===== src/inc/ptpf_regs.vh =====
/*
  Register offsets, field positions, reset values and encodings for the
  per-port PTP receive filter and pending timestamp counter.
  Assumes a 9-bit byte address space and one 32-bit word per register.
*/
// Summary of operation
// (RL1) Capture info bits 6:4 show read-only 3-bit transmit pending count.
// (RL2) Transmit count up on each sent PTP packet, down on acknowledge write.
// (RL3) Capture info bits 2:0 show read-only 3-bit receive pending count.
// (RL4) Receive count up on each received PTP packet, down on acknowledge.
// (RL5) Capture info is read-only, bits 31:7 and 3 reserved, counts reset zero.
// (RL6) Bank select (3 bits) and port select (2 bits) steer register accesses.
// (RL7) Bit 14 accepts layer 2 multicast 01:80:C2:00:00:0E, resets one.
// (RL8) Bit 13 accepts layer 2 address 01:1B:19:00:00:00, resets one.
// (RL9) Bit 12 accepts group ...01:81 / 224.0.1.129 / FF0X::181, resets one.
// (RL10) Bit 11 accepts group ...01:82 / 224.0.1.130 / FF0X::182, resets zero.
// (RL11) Bit 10 accepts group ...01:83 / 224.0.1.131 / FF0X::183, resets zero.
// (RL12) Bit 9 accepts group ...01:84 / 224.0.1.132 / FF0X::184, resets zero.
// (RL13) Bit 8 accepts ...00:6B / 224.0.0.107 / FF02::6B, resets one.
// (RL14) Bit 7 accepts the software-defined address for layer 2 frames.
// (RL15) Bit 6 accepts the software-defined address for UDP over IPv6.
// (RL16) Bit 5 accepts the software-defined address for UDP over IPv4.
// (RL17) Software changes parse bits only while the timestamp unit is off.
// (RL18) Bits 4 and 3 enable IP and MAC destination checking, reset one.
// (RL19) Bits 2, 1, 0 enable layer 2, IPv6, IPv4 detection, reset one.
// (RL20) With checking on, destination must match an enabled address.
`ifndef PTPF_REGS_VH
`define PTPF_REGS_VH

// Register byte offsets
`define PTPF_OFF_CUSTOM_HIGH 9'h120
`define PTPF_OFF_CUSTOM_LOW 9'h124
`define PTPF_OFF_STAMP_ACK 9'h128
`define PTPF_OFF_BANK_PORT 9'h154
`define PTPF_OFF_PARSE 9'h158
`define PTPF_OFF_CAP_INFO 9'h160

// Banks
`define PTPF_BANK_CAP 3'h0
`define PTPF_BANK_PARSE 3'h1

// Bank and port select fields
`define PTPF_BANK_LSB 0
`define PTPF_BANK_MSB 2
`define PTPF_PORT_LSB 4
`define PTPF_PORT_MSB 5

// Capture info and acknowledge fields
`define PTPF_RX_CNT_LSB 0
`define PTPF_RX_CNT_MSB 2
`define PTPF_TX_CNT_LSB 4
`define PTPF_TX_CNT_MSB 6
`define PTPF_CNT_MAX 3'h7
`define PTPF_CNT_RESET 3'h0

// Parse configuration fields
`define PTPF_P_V4_DET 0
`define PTPF_P_V6_DET 1
`define PTPF_P_L2_DET 2
`define PTPF_P_MAC_CHK 3
`define PTPF_P_IP_CHK 4
`define PTPF_P_V4_CUSTOM 5
`define PTPF_P_V6_CUSTOM 6
`define PTPF_P_L2_CUSTOM 7
`define PTPF_P_GROUP5 8
`define PTPF_P_GROUP1 12
`define PTPF_P_L2_B 13
`define PTPF_P_L2_A 14
`define PTPF_PARSE_MSB 14
`define PTPF_PARSE_RESET 15'h711f

// Frame format codes from the frame path
`define PTPF_FMT_NONE 2'h0
`define PTPF_FMT_L2 2'h1
`define PTPF_FMT_V4 2'h2
`define PTPF_FMT_V6 2'h3

// Well-known destination addresses
`define PTPF_MAC_L2_A 48'h0180c200000e
`define PTPF_MAC_L2_B 48'h011b19000000
`define PTPF_MAC_V4_PFX 24'h01005e
`define PTPF_MAC_V6_PFX 16'h3333
`define PTPF_V4_PFX 16'he000
`define PTPF_V6_GRP_TOP 8'hff
`define PTPF_V6_LINK 16'hff02
`define PTPF_GRP_BASE 8'h81
`define PTPF_GRP5_LOW 8'h6b

`endif


===== src/rtl/ptpf_dest_match.v =====
/*
  Destination matcher: decides whether one received frame qualifies as a
  PTP message from its format, destination MAC and destination IP.
  Assumes the caller hands in the parse configuration of the frame's port.
*/
`timescale 1ns/1ps
`default_nettype none
`include "ptpf_regs.vh"

module ptpf_dest_match (
  input wire [14:0] cfg,
  input wire [1:0] format,
  input wire [47:0] dest_mac,
  input wire [127:0] dest_ip,
  input wire [47:0] custom_mac,
  output reg match
);

  reg l2_hit;
  reg v4_mac_hit;
  reg v6_mac_hit;
  reg v4_ip_hit;
  reg v6_ip_hit;
  reg mac_hit;
  reg ip_hit;
  reg fmt_on;
  reg [7:0] grp;
  integer k;

  // Address compare against every enabled destination
  always @* begin
    l2_hit = (cfg[`PTPF_P_L2_A] && dest_mac == `PTPF_MAC_L2_A) || // [RL7]
      (cfg[`PTPF_P_L2_B] && dest_mac == `PTPF_MAC_L2_B) || // [RL8]
      (cfg[`PTPF_P_L2_CUSTOM] && dest_mac == custom_mac); // [RL14]
    v4_mac_hit = cfg[`PTPF_P_V4_CUSTOM] && dest_mac == custom_mac; // [RL16]
    v6_mac_hit = cfg[`PTPF_P_V6_CUSTOM] && dest_mac == custom_mac; // [RL15]
    v4_ip_hit = 1'b0;
    v6_ip_hit = 1'b0;
    grp = 8'h00;
    // Groups 1 to 4 differ only in the last address byte
    for (k = 0; k < 4; k = k + 1) begin
      grp = `PTPF_GRP_BASE + k[7:0];
      if (cfg[`PTPF_P_GROUP1 - k]) begin // [RL9] [RL10] [RL11] [RL12]
        if (dest_mac == {`PTPF_MAC_V4_PFX, 16'h0001, grp})
          v4_mac_hit = 1'b1;
        if (dest_mac == {`PTPF_MAC_V6_PFX, 24'h000001, grp})
          v6_mac_hit = 1'b1;
        if (dest_ip[31:0] == {`PTPF_V4_PFX, 8'h01, grp})
          v4_ip_hit = 1'b1;
        if (dest_ip[127:120] == `PTPF_V6_GRP_TOP &&
            dest_ip[119:116] == 4'h0 &&
            dest_ip[111:0] == {96'h0, 8'h01, grp})
          v6_ip_hit = 1'b1;
      end
    end
    // Group 5 uses the link-local scope only on IPv6
    if (cfg[`PTPF_P_GROUP5]) begin // [RL13]
      if (dest_mac == {`PTPF_MAC_V4_PFX, 16'h0000, `PTPF_GRP5_LOW})
        v4_mac_hit = 1'b1;
      if (dest_mac == {`PTPF_MAC_V6_PFX, 24'h000000, `PTPF_GRP5_LOW})
        v6_mac_hit = 1'b1;
      if (dest_ip[31:0] == {`PTPF_V4_PFX, 8'h00, `PTPF_GRP5_LOW})
        v4_ip_hit = 1'b1;
      if (dest_ip == {`PTPF_V6_LINK, 104'h0, `PTPF_GRP5_LOW})
        v6_ip_hit = 1'b1;
    end
    // Pick the checks that belong to the frame's format
    case (format)
      `PTPF_FMT_L2: begin
        fmt_on = cfg[`PTPF_P_L2_DET]; // [RL19]
        mac_hit = l2_hit;
        ip_hit = 1'b1;
      end
      `PTPF_FMT_V4: begin
        fmt_on = cfg[`PTPF_P_V4_DET]; // [RL19]
        mac_hit = v4_mac_hit;
        ip_hit = v4_ip_hit;
      end
      `PTPF_FMT_V6: begin
        fmt_on = cfg[`PTPF_P_V6_DET]; // [RL19]
        mac_hit = v6_mac_hit;
        ip_hit = v6_ip_hit;
      end
      default: begin
        fmt_on = 1'b0;
        mac_hit = 1'b0;
        ip_hit = 1'b0;
      end
    endcase
    // Checks that are switched off always pass
    match = fmt_on && (mac_hit || !cfg[`PTPF_P_MAC_CHK]) && // [RL18] [RL20]
      (ip_hit || !cfg[`PTPF_P_IP_CHK]); // [RL18] [RL20]
  end

endmodule // ptpf_dest_match

`default_nettype wire


===== src/rtl/ptpf_top.v =====
/*
  Per-port PTP receive destination filter and pending timestamp counters,
  with a banked, port-selected register file on a plain strobe port.
  Assumes the frame path and the sent-packet strobe run on clk_sys and
  present one-cycle pulses; software keeps parse bits still while enabled.
*/
`timescale 1ns/1ps
`default_nettype none
`include "ptpf_regs.vh"

module ptpf_top #(
  parameter NUM_PORTS = 3
) (
  input wire clk_sys,
  input wire rstn,
  input wire [8:0] reg_addr,
  input wire [31:0] reg_wdata,
  input wire reg_wr,
  input wire reg_rd,
  output reg [31:0] reg_rdata,
  input wire rx_frame_valid,
  input wire [1:0] rx_frame_port,
  input wire [1:0] rx_frame_format,
  input wire [47:0] rx_dest_mac,
  input wire [127:0] rx_dest_ip,
  input wire tx_ptp_sent,
  input wire [1:0] tx_sent_port,
  output reg rx_ptp_hit,
  output reg [1:0] rx_ptp_port
);

  // Selector and software-defined address registers
  reg [2:0] bank_sel;
  reg [1:0] port_sel;
  reg [15:0] custom_dest_high;
  reg [31:0] custom_dest_low;

  // Per-port copies
  reg [14:0] parse_cfg [0:NUM_PORTS-1];
  reg [2:0] rx_pending_count [0:NUM_PORTS-1];
  reg [2:0] tx_pending_count [0:NUM_PORTS-1];

  // Decode and frame-path helpers
  reg [14:0] frame_cfg;
  reg frame_port_ok;
  reg [14:0] sel_cfg;
  reg [2:0] sel_rx_cnt;
  reg [2:0] sel_tx_cnt;
  reg sel_port_ok;
  reg [31:0] next_rdata;
  wire frame_match;
  wire rx_accept;
  wire parse_wr;
  wire ack_wr;
  wire rx_ack;
  wire tx_ack;
  integer i;

  // Configuration of the port that the current frame came in on
  always @* begin
    frame_cfg = 15'h0000;
    frame_port_ok = 1'b0;
    for (i = 0; i < NUM_PORTS; i = i + 1) begin
      if (rx_frame_port == i[1:0]) begin
        frame_cfg = parse_cfg[i];
        frame_port_ok = 1'b1;
      end
    end
  end

  // Destination matcher shared by all ports
  ptpf_dest_match u_match (
    .cfg(frame_cfg),
    .format(rx_frame_format),
    .dest_mac(rx_dest_mac),
    .dest_ip(rx_dest_ip),
    .custom_mac({custom_dest_high, custom_dest_low}),
    .match(frame_match)
  );

  // A received frame counts only when it passes the filter
  assign rx_accept = rx_frame_valid && frame_port_ok && frame_match; // [RL20]

  // Copies reached through the current port select
  always @* begin
    sel_cfg = 15'h0000;
    sel_rx_cnt = `PTPF_CNT_RESET;
    sel_tx_cnt = `PTPF_CNT_RESET;
    sel_port_ok = 1'b0;
    for (i = 0; i < NUM_PORTS; i = i + 1) begin
      if (port_sel == i[1:0]) begin // [RL6]
        sel_cfg = parse_cfg[i];
        sel_rx_cnt = rx_pending_count[i];
        sel_tx_cnt = tx_pending_count[i];
        sel_port_ok = 1'b1;
      end
    end
  end

  // Write decodes; banked registers need the matching bank
  assign parse_wr = reg_wr && reg_addr == `PTPF_OFF_PARSE &&
    bank_sel == `PTPF_BANK_PARSE; // [RL6]
  assign ack_wr = reg_wr && reg_addr == `PTPF_OFF_STAMP_ACK;
  assign rx_ack = ack_wr &&
    (|reg_wdata[`PTPF_RX_CNT_MSB:`PTPF_RX_CNT_LSB]);
  assign tx_ack = ack_wr &&
    (|reg_wdata[`PTPF_TX_CNT_MSB:`PTPF_TX_CNT_LSB]);

  // Bank, port and software-defined address registers
  always @(posedge clk_sys or negedge rstn) begin
    if (!rstn) begin
      bank_sel <= 3'h0;
      port_sel <= 2'h0;
      custom_dest_high <= 16'h0000;
      custom_dest_low <= 32'h00000000;
    end else if (reg_wr) begin
      case (reg_addr)
        `PTPF_OFF_BANK_PORT: begin
          bank_sel <= reg_wdata[`PTPF_BANK_MSB:`PTPF_BANK_LSB]; // [RL6]
          port_sel <= reg_wdata[`PTPF_PORT_MSB:`PTPF_PORT_LSB]; // [RL6]
        end
        `PTPF_OFF_CUSTOM_HIGH: begin
          custom_dest_high <= reg_wdata[15:0];
        end
        `PTPF_OFF_CUSTOM_LOW: begin
          custom_dest_low <= reg_wdata;
        end
        default: begin
          bank_sel <= bank_sel;
        end
      endcase
    end
  end

  // Parse configuration copies, written only for the selected port
  always @(posedge clk_sys or negedge rstn) begin
    if (!rstn) begin
      for (i = 0; i < NUM_PORTS; i = i + 1) begin
        parse_cfg[i] <= `PTPF_PARSE_RESET; // [RL7] [RL8] [RL9] [RL13]
      end
    end else begin
      for (i = 0; i < NUM_PORTS; i = i + 1) begin
        if (parse_wr && port_sel == i[1:0]) begin // [RL6]
          parse_cfg[i] <= reg_wdata[`PTPF_PARSE_MSB:0];
        end
      end
    end
  end

  // Receive pending counts; a hit and an acknowledge together cancel
  always @(posedge clk_sys or negedge rstn) begin
    if (!rstn) begin
      for (i = 0; i < NUM_PORTS; i = i + 1) begin
        rx_pending_count[i] <= `PTPF_CNT_RESET; // [RL5]
      end
    end else begin
      for (i = 0; i < NUM_PORTS; i = i + 1) begin
        if (rx_accept && rx_frame_port == i[1:0] &&
            !(rx_ack && port_sel == i[1:0])) begin
          if (rx_pending_count[i] != `PTPF_CNT_MAX)
            rx_pending_count[i] <= rx_pending_count[i] + 3'h1; // [RL4]
        end else if (rx_ack && port_sel == i[1:0] &&
            !(rx_accept && rx_frame_port == i[1:0])) begin
          if (rx_pending_count[i] != `PTPF_CNT_RESET)
            rx_pending_count[i] <= rx_pending_count[i] - 3'h1; // [RL4]
        end
      end
    end
  end

  // Transmit pending counts; same saturation and cancel as receive
  always @(posedge clk_sys or negedge rstn) begin
    if (!rstn) begin
      for (i = 0; i < NUM_PORTS; i = i + 1) begin
        tx_pending_count[i] <= `PTPF_CNT_RESET; // [RL5]
      end
    end else begin
      for (i = 0; i < NUM_PORTS; i = i + 1) begin
        if (tx_ptp_sent && tx_sent_port == i[1:0] &&
            !(tx_ack && port_sel == i[1:0])) begin
          if (tx_pending_count[i] != `PTPF_CNT_MAX)
            tx_pending_count[i] <= tx_pending_count[i] + 3'h1; // [RL2]
        end else if (tx_ack && port_sel == i[1:0] &&
            !(tx_ptp_sent && tx_sent_port == i[1:0])) begin
          if (tx_pending_count[i] != `PTPF_CNT_RESET)
            tx_pending_count[i] <= tx_pending_count[i] - 3'h1; // [RL2]
        end
      end
    end
  end

  // Read data; unmapped, wrong bank or absent port reads zero
  always @* begin
    next_rdata = 32'h00000000;
    case (reg_addr)
      `PTPF_OFF_BANK_PORT: begin
        next_rdata[`PTPF_BANK_MSB:`PTPF_BANK_LSB] = bank_sel;
        next_rdata[`PTPF_PORT_MSB:`PTPF_PORT_LSB] = port_sel;
      end
      `PTPF_OFF_CUSTOM_HIGH: begin
        next_rdata[15:0] = custom_dest_high;
      end
      `PTPF_OFF_CUSTOM_LOW: begin
        next_rdata = custom_dest_low;
      end
      `PTPF_OFF_PARSE: begin
        if (bank_sel == `PTPF_BANK_PARSE && sel_port_ok)
          next_rdata[`PTPF_PARSE_MSB:0] = sel_cfg;
      end
      `PTPF_OFF_CAP_INFO: begin
        // Reserved bits 31:7 and 3 stay zero
        if (bank_sel == `PTPF_BANK_CAP && sel_port_ok) begin // [RL5]
          next_rdata[`PTPF_TX_CNT_MSB:`PTPF_TX_CNT_LSB] = sel_tx_cnt; // [RL1]
          next_rdata[`PTPF_RX_CNT_MSB:`PTPF_RX_CNT_LSB] = sel_rx_cnt; // [RL3]
        end
      end
      default: begin
        next_rdata = 32'h00000000;
      end
    endcase
  end

  // Read data register: valid the cycle after the read strobe only
  always @(posedge clk_sys or negedge rstn) begin
    if (!rstn) begin
      reg_rdata <= 32'h00000000;
    end else if (reg_rd) begin
      reg_rdata <= next_rdata;
    end else begin
      reg_rdata <= 32'h00000000;
    end
  end

  // Qualified frame indication toward the timestamp capture
  always @(posedge clk_sys or negedge rstn) begin
    if (!rstn) begin
      rx_ptp_hit <= 1'b0;
      rx_ptp_port <= 2'h0;
    end else begin
      rx_ptp_hit <= rx_accept;
      if (rx_accept)
        rx_ptp_port <= rx_frame_port;
    end
  end

endmodule // ptpf_top

`default_nettype wire


===== config.mk =====
export PLATFORM = sky130hd
export DESIGN_NAME = ptpf_top
export DESIGN_NICKNAME = d
export VERILOG_FILES = /design/src/rtl/ptpf_dest_match.v /design/src/rtl/ptpf_top.v
export VERILOG_INCLUDE_DIRS = /design/src /design/src/inc
export SDC_FILE = /design/constraint.sdc
export NUM_CORES = 1
export LEC_CHECK = 0
export BUFFER_PORTS_ARGS = -buffer_cell sky130_fd_sc_hd__buf_2
export CAP_MARGIN = 10
export CELL_PAD_IN_SITES_DETAIL_PLACEMENT = 1
export CELL_PAD_IN_SITES_GLOBAL_PLACEMENT = 1
export CORE_MARGIN = 2
export CORE_UTILIZATION = 40
export DETAILED_ROUTE_END_ITERATION = 6
export PLACE_DENSITY_LB_ADDON = 0.1
export SYNTH_ARGS = -nofsm -noshare
export SYNTH_HDL_FRONTEND = slang
export SYNTH_SLANG_ARGS = --single-unit

===== constraint.sdc =====
create_clock -name clk_sys -period 4.2 [get_ports clk_sys]
set_clock_uncertainty 0.05 [all_clocks]
set_input_delay 0.42 -clock clk_sys [delete_from_list [all_inputs] [get_ports clk_sys]]
set_output_delay 0.42 -clock clk_sys [all_outputs]
set_load 0.02 [all_outputs]

==> results.cfg, run 1 <==
[worst_setup_path]
critPathMaxStageDelay_ns = 0.55
crit_chain = mux2i_1 > a2bb2oi_1 > or4_1 > o311ai_1 > o2111ai_1 > a21oi_4 > buf_4 > nor3b_2 > ha_1 > inv_1 > fa_1 > nor2b_1 > a31oi_1 > nor2_1 > a211oi_1
worstPathRequired_ns = 4.49
crit_slowest_cell = dfstp_2
r2r_slack_ns = 0.35
reg2reg_to = rx_pending_count[8]
cp.arrival_ns = 4.14
crit_path_start_kind = register
end_kind = register
cp_max_fo = 6
crit_type = register to register
reg2reg_from = parse_cfg[8]
worstRegToRegCells = 15

[sta]
max-slew-margin-rel_pct = 36.1
finalCritPeriodShare_pct = 91.8
rsz0062_at_grt = no
fmax_mhz = 259
worst_slack_ns = 0.346
maxSlewViolCount = 0
setup-violations-final = 0
hold_viol = 0
worstMarginPinSlew_ns = 0.956
period_needed_ns = 3.85

[placed_design]
hpwl_um = 24100
place_ws_ns = -0.00105
place_inst = 1380
port_buffers = 263
gp_congestion = 0.942

[logic_synthesis]
synth_top_family_by_area = multiplexers
yosysTopAreaCell = dfrtp_1
yosysUniqueCellTypes = 58
syn_avg_cell_area_um2 = 10.3
synth-simple-area-share_pct = 18.1
synth_compound_area_share_pct = 10.5
muxShareOfSynthArea_pct = 18.8
synth_area_mm2 = 0.00886
synth_edf_count = 0
synthAdderAreaFrac_pct = 2.20
synth_seq_area_share_pct = 43.0
synth_xor_area_share_pct = 4.75
postSynthNetCount = 1097
ys_top_cells_by_area = dfrtp_1, mux2_2, dfstp_2
yosys_warnings = 0
synthArstFlopShare_pct = 100
synth_top_area_share_pct = 35.0
netlist_instances = 856
yosys_register_bits = 151
ys.flop_type = dfrtp_1

[worst_hold_path]
hold_path_class = primary input to register
min_to = custom_dest_low[23]
hold-path-cell-count = 2
hold_start = reg_wdata[23]

[outcome]
status = complete, no violations

[power_and_ir_drop]
p_leak_nw = 5.27
ir_drop_mv = 0.260
p_per_area_mw_per_mm2 = 349

[layout]
final_cells = 1418
seqCellArea_mm2 = 0.00381
final_common_cell = buf_2
multi_input_area_mm2 = 0.00482
fillCellCount = 2514
area.growth.synth_to_final_pct = 25.8
drive_gt1_share_pct = 41.1
final_net_count = 1364
layout_common_cells = buf_2, dfrtp_1, mux2_2

[detailed_routing]
finalWirelength_um = 31100
vias = 8041
postRouteAntennaNets = 0
viasPerCell = 5.67
drc = 0
first_pass_iters = 5
wl_per_cell_um = 21.9
drt_iter0_drc = 319

[run]
drv_cap = 0

[die]
die_width_um = 153
start_util_pct = 40.7
core-area_mm2 = 0.0218
die_height_um = 153
placementRows = 54
dieArea_mm2 = 0.0234
io-pin-count = 264

[clocking]
clk_latency_ns = 0.43
clkSinkCount = 151
clockRootBuffer = clkbuf_16
clockBufferDepth = 2
path_clk_slew_ns = 0.06
htree_num_levels = 4
cts_tree = built
cts_made_buffers = 17

[global_route]
grt_use_total_pct = 26.9
grt_pass1_wl_um = 48600
grt_pass1_vias = 8444
antenna_found_initial = 2
grt_overflow = 0
grt_max_degree = 100
-- critical path, delay by kind of cell, from the launching register on --
family	cells	cell delay (ns)
AND/OR/NAND/NOR	4	0.88
multiplexers	1	0.07
AO/OA/AOI/OAI	6	1.38
flip-flops	1	0.55
buffers and inverters	2	0.22
adder cells (fa/ha/maj)	2	0.61
-- registers in the layout (all words and copies together) (netlist names) --
register          cells
tx_pending_count      9
rx_ptp_port           2
custom_dest_low      32
rx_pending_count      9
rx_ptp_hit            1
port_sel              2
reg_rdata            32
parse_cfg            45
custom_dest_high     16
bank_sel              3
-- repair_timing --
item | CTS | global route
hold buffers | 1 | 0
buffers inserted | 0 | 3
resized for setup | 0 | 1
endpoints found under the setup margin | 0 | 2
endpoints found under the hold margin | 36 | 0
-- routing by layer --
| metal | up-vias | track usage (%) | wire (um) |
|---|---|---|---|
| li1 | 3722 | - | - |
| met1 | 4073 | 36.6 | 13800 |
| met2 | 210 | 44.5 | 15300 |
| met3 | 36 | 4.88 | 1470 |
| met4 | 0 | 6.83 | 485 |
| met5 | - | 0 | 0 |
-- layout make-up --
cell class	instances	area share, %
Sequential cell	151	34.2
Timing Repair Buffer	287	13.6
Tap cell	280	3.14
Clock inverter	8	0.887
Antenna cell	2	0.0449
Multi-Input combinational cell	648	43.3
Clock buffer	24	4.23
Inverter	18	0.606
-- through the flow --
stage / TNS, ns / hold slack, ns / total power, mW / cell area [um^2] / util, %
6_report: 0 / 0.169 / 3.89 / 11100 / 51.2
5_1_grt: 0 / 0.157 / 4.10 / 11100 / 51.2
4_1_cts: 0 / 0.149 / 3.93 / 11100 / 51.1
3_5_place_dp: -0.00105 / 0.365 / 2.40 / 10500 / 48.4
3_3_place_gp: 0 / 0.366 / 2.37 / 10500 / 48.4
2_1_floorplan: 0 / 0.0744 / 2.06 / 8860 / -
-- report_power, final --
| group | switching [mW] | internal [mW] |
|---|---|---|
| registers | 0.162 | 1.54 |
| logic | 0.364 | 0.317 |
| clock network | 0.607 | 0.904 |
| total | 1.13 | 2.76 |
-- cell usage after synthesis, types with 6 or more instances --
cell type,n
nand3_1,23
nor3_1,17
buf_2,10
dfrtp_1,124
a21oi_1,18
and2_1,18
nand2_1,69
nor2b_1,13
nand4_1,14
nor4_1,44
a22oi_1,27
o21ai_0,62
dfstp_2,27
nor4b_1,9
inv_1,18
clkbuf_1,27
mux2i_1,34
xor2_1,48
mux2_2,116
o41ai_1,7
nor2_1,36
ha_1,6
or4_1,6
fa_1,6
and3_1,9
-- cells by family after synthesis --
logic type / after synthesis
DFF: 151
muxes: 152
and+or+nand+nor: 290
adders and majority gates: 12
AOI/OAI and AO/OA: 146
buffers and inverters: 57
xor gates and xnor gates: 48
-- worst max-delay path by stage --
stage | endpoint | slack (ns) | start | depth (start not counted)
after floorplan | rx_pending_count[8] | 0.59 | rx_dest_mac[26] | 14
after global placement | rx_pending_count[5] | 0.16 | rx_dest_mac[26] | 15
after detailed placement | rx_pending_count[2] | -0.001 | rx_frame_port[1] | 15
after CTS | rx_pending_count[2] | 0.23 | parse_cfg[8] | 14
after global routing | rx_pending_count[5] | 0.007 | parse_cfg[8] | 14
final | rx_pending_count[8] | 0.35 | parse_cfg[8] | 15
No activity file was read; power rests on OpenSTA's default activity.
==> run 2, diff against run 1 <==
--- a/config.mk
+++ b/config.mk
@@ -14,6 +14,8 @@
 export CORE_UTILIZATION = 40
 export DETAILED_ROUTE_END_ITERATION = 6
 export PLACE_DENSITY_LB_ADDON = 0.1
+export REMOVE_ABC_BUFFERS = 1
 export SYNTH_ARGS = -nofsm -noshare
 export SYNTH_HDL_FRONTEND = slang
 export SYNTH_SLANG_ARGS = --single-unit
+export TNS_END_PERCENT = 1
==> results.cfg, run 2 (synthesized netlist as in run 1, its figures left out) <==
[placed_design]
port_buffers = 263
hpwl_um = 24300
gp_congestion = 0.918

[clocking]
cts_resized = 0
clk_latency_ns = 0.43
cts_made_buffers = 17
clockRootBuffer = clkbuf_16
clockBufferDepth = 2
cts_tree = built
htree_num_levels = 4
path_clk_slew_ns = 0.06
cts_post_setup_buffers_inserted = 0
clkSinkCount = 151
cts_hold_buf = 0

[detailed_routing]
wl_per_cell_um = 22.3
first_pass_iters = 5
drc = 0
vias = 8001
finalWirelength_um = 31600
drt_iter0_drc = 389
postRouteAntennaNets = 0
viasPerCell = 5.65

[worst_setup_path]
crit_path_start_kind = register
crit_type = register to register
r2r_slack_ns = 0.39
cp_max_fo = 4
reg2reg_from = parse_cfg[8]
reg2reg_to = rx_pending_count[8]
cp.arrival_ns = 4.10
end_kind = register
worstRegToRegCells = 14
worstPathRequired_ns = 4.49

[layout]
largest_register = parse_cfg
drive_gt1_share_pct = 41.5
area.growth.synth_to_final_pct = 26.4
largest_reg_flops = 45
final_net_count = 1363
largestRegisters = parse_cfg: 45 flops, custom_dest_low: 32 flops, reg_rdata: 32 flops
layout_common_cells = buf_2, dfrtp_1, mux2_2
final_common_cell = buf_2

[power_and_ir_drop]
power_mw = 3.98
ir_drop_mv = 0.219
p_per_area_mw_per_mm2 = 355
p_leak_nw = 5.28

[die]
die_height_um = 153
placementRows = 54
die_width_um = 153
io-pin-count = 264
dieArea_mm2 = 0.0234
start_util_pct = 40.7
core-area_mm2 = 0.0218

[run]
drv_cap = 0

[sta]
period_needed_ns = 3.81
rsz0062_at_grt = no
max-slew-margin-rel_pct = 28.3
fmax_mhz = 263
maxSlewViolCount = 0
setup-violations-final = 0
finalSetupTns_ns = 0
hold_viol = 0
finalCritPeriodShare_pct = 90.7
holdWs_ns = 0.0417
worstMarginPinSlew_ns = 1.06

[global_route]
antenna_found_initial = 1
grt_use_total_pct = 27.4
grt_overflow = 0
grt_pass1_wl_um = 49400
grt_pass1_vias = 8474
grt_max_degree = 98

[worst_hold_path]
hold_path_class = primary input to async pin

[outcome]
status = complete, no violations
[run 2: cell types whose count changed in the layout (fill, tap and decap cells not counted), sizes merged]
cell	previous run	this run
clkinvlp	2	3
dlygate4sd3	1	0
inv	18	20
bufinv	2	3
clkbuf	24	18
clkinv	4	6
[run 2: worst max path at each step]
stage                                start             endpoint  cells past startpoint
after CTS                     parse_cfg[8]  rx_pending_count[8]                     14
final                         parse_cfg[8]  rx_pending_count[8]                     14
after floorplan           rx_frame_port[1]  rx_pending_count[8]                     14
after detailed placement   rx_dest_mac[12]  rx_pending_count[8]                     16
after global routing          parse_cfg[8]  rx_pending_count[8]                     14
after global placement     rx_dest_mac[12]  rx_pending_count[8]                     16
[run 2: final cells by class]
type | instances | area (um^2)
clock buffers | 18 | 429
diodes | 2 | 5.00
clock inverters | 14 | 178
fillers | 2561 | 10600
flip-flops and latches | 151 | 3810
well taps | 280 | 350
multi-input cells | 648 | 4820
inverters | 18 | 67.6
repair buffers | 286 | 1530
[run 2: metrics by stage]
step | worst slack (ns) | cell area, um^2 | cells | utilization, %
floorplan | 0.530 | 8700 | 817 | -
global placement | 0.185 | 10600 | 1383 | 48.7
detailed placement | 0.0798 | 10600 | 1383 | 48.7
CTS | 0.372 | 11200 | 1415 | 51.5
global route | 0.180 | 11200 | 1416 | 51.5
finish | 0.392 | 11200 | 1417 | 51.5
[run 2: layer usage]
layer	GRT usage (%)	share of wire, %	vias to the layer above
met5	0	0	-
met2	44.9	48	180
met4	5.29	0.65	0
met3	5.08	4.4	15
met1	38.3	47	4090
li1	-	-	3716
[run 2: report_power, final]
group / total, mW / switching [mW] / internal [mW]
sequential: 1.70 / 0.157 / 1.54
combinational: 0.687 / 0.367 / 0.320
clock: 1.60 / 0.655 / 0.941
total: 3.98 / 1.18 / 2.80
[run 2: worst max-delay path, cell delays in order, from the launching register on]
cell and delay (ns):
dfstp_2 0.55, mux2i_1 0.07, a2bb2oi_1 0.19, or4_1 0.48, o311ai_0 0.34, o2111ai_1 0.26
a21oi_4 0.27, nor3b_2 0.20, ha_1 0.19, inv_1 0.05, fa_1 0.42, nor2b_1 0.18
a31oi_1 0.19, nor2_1 0.07, a211oi_1 0.22
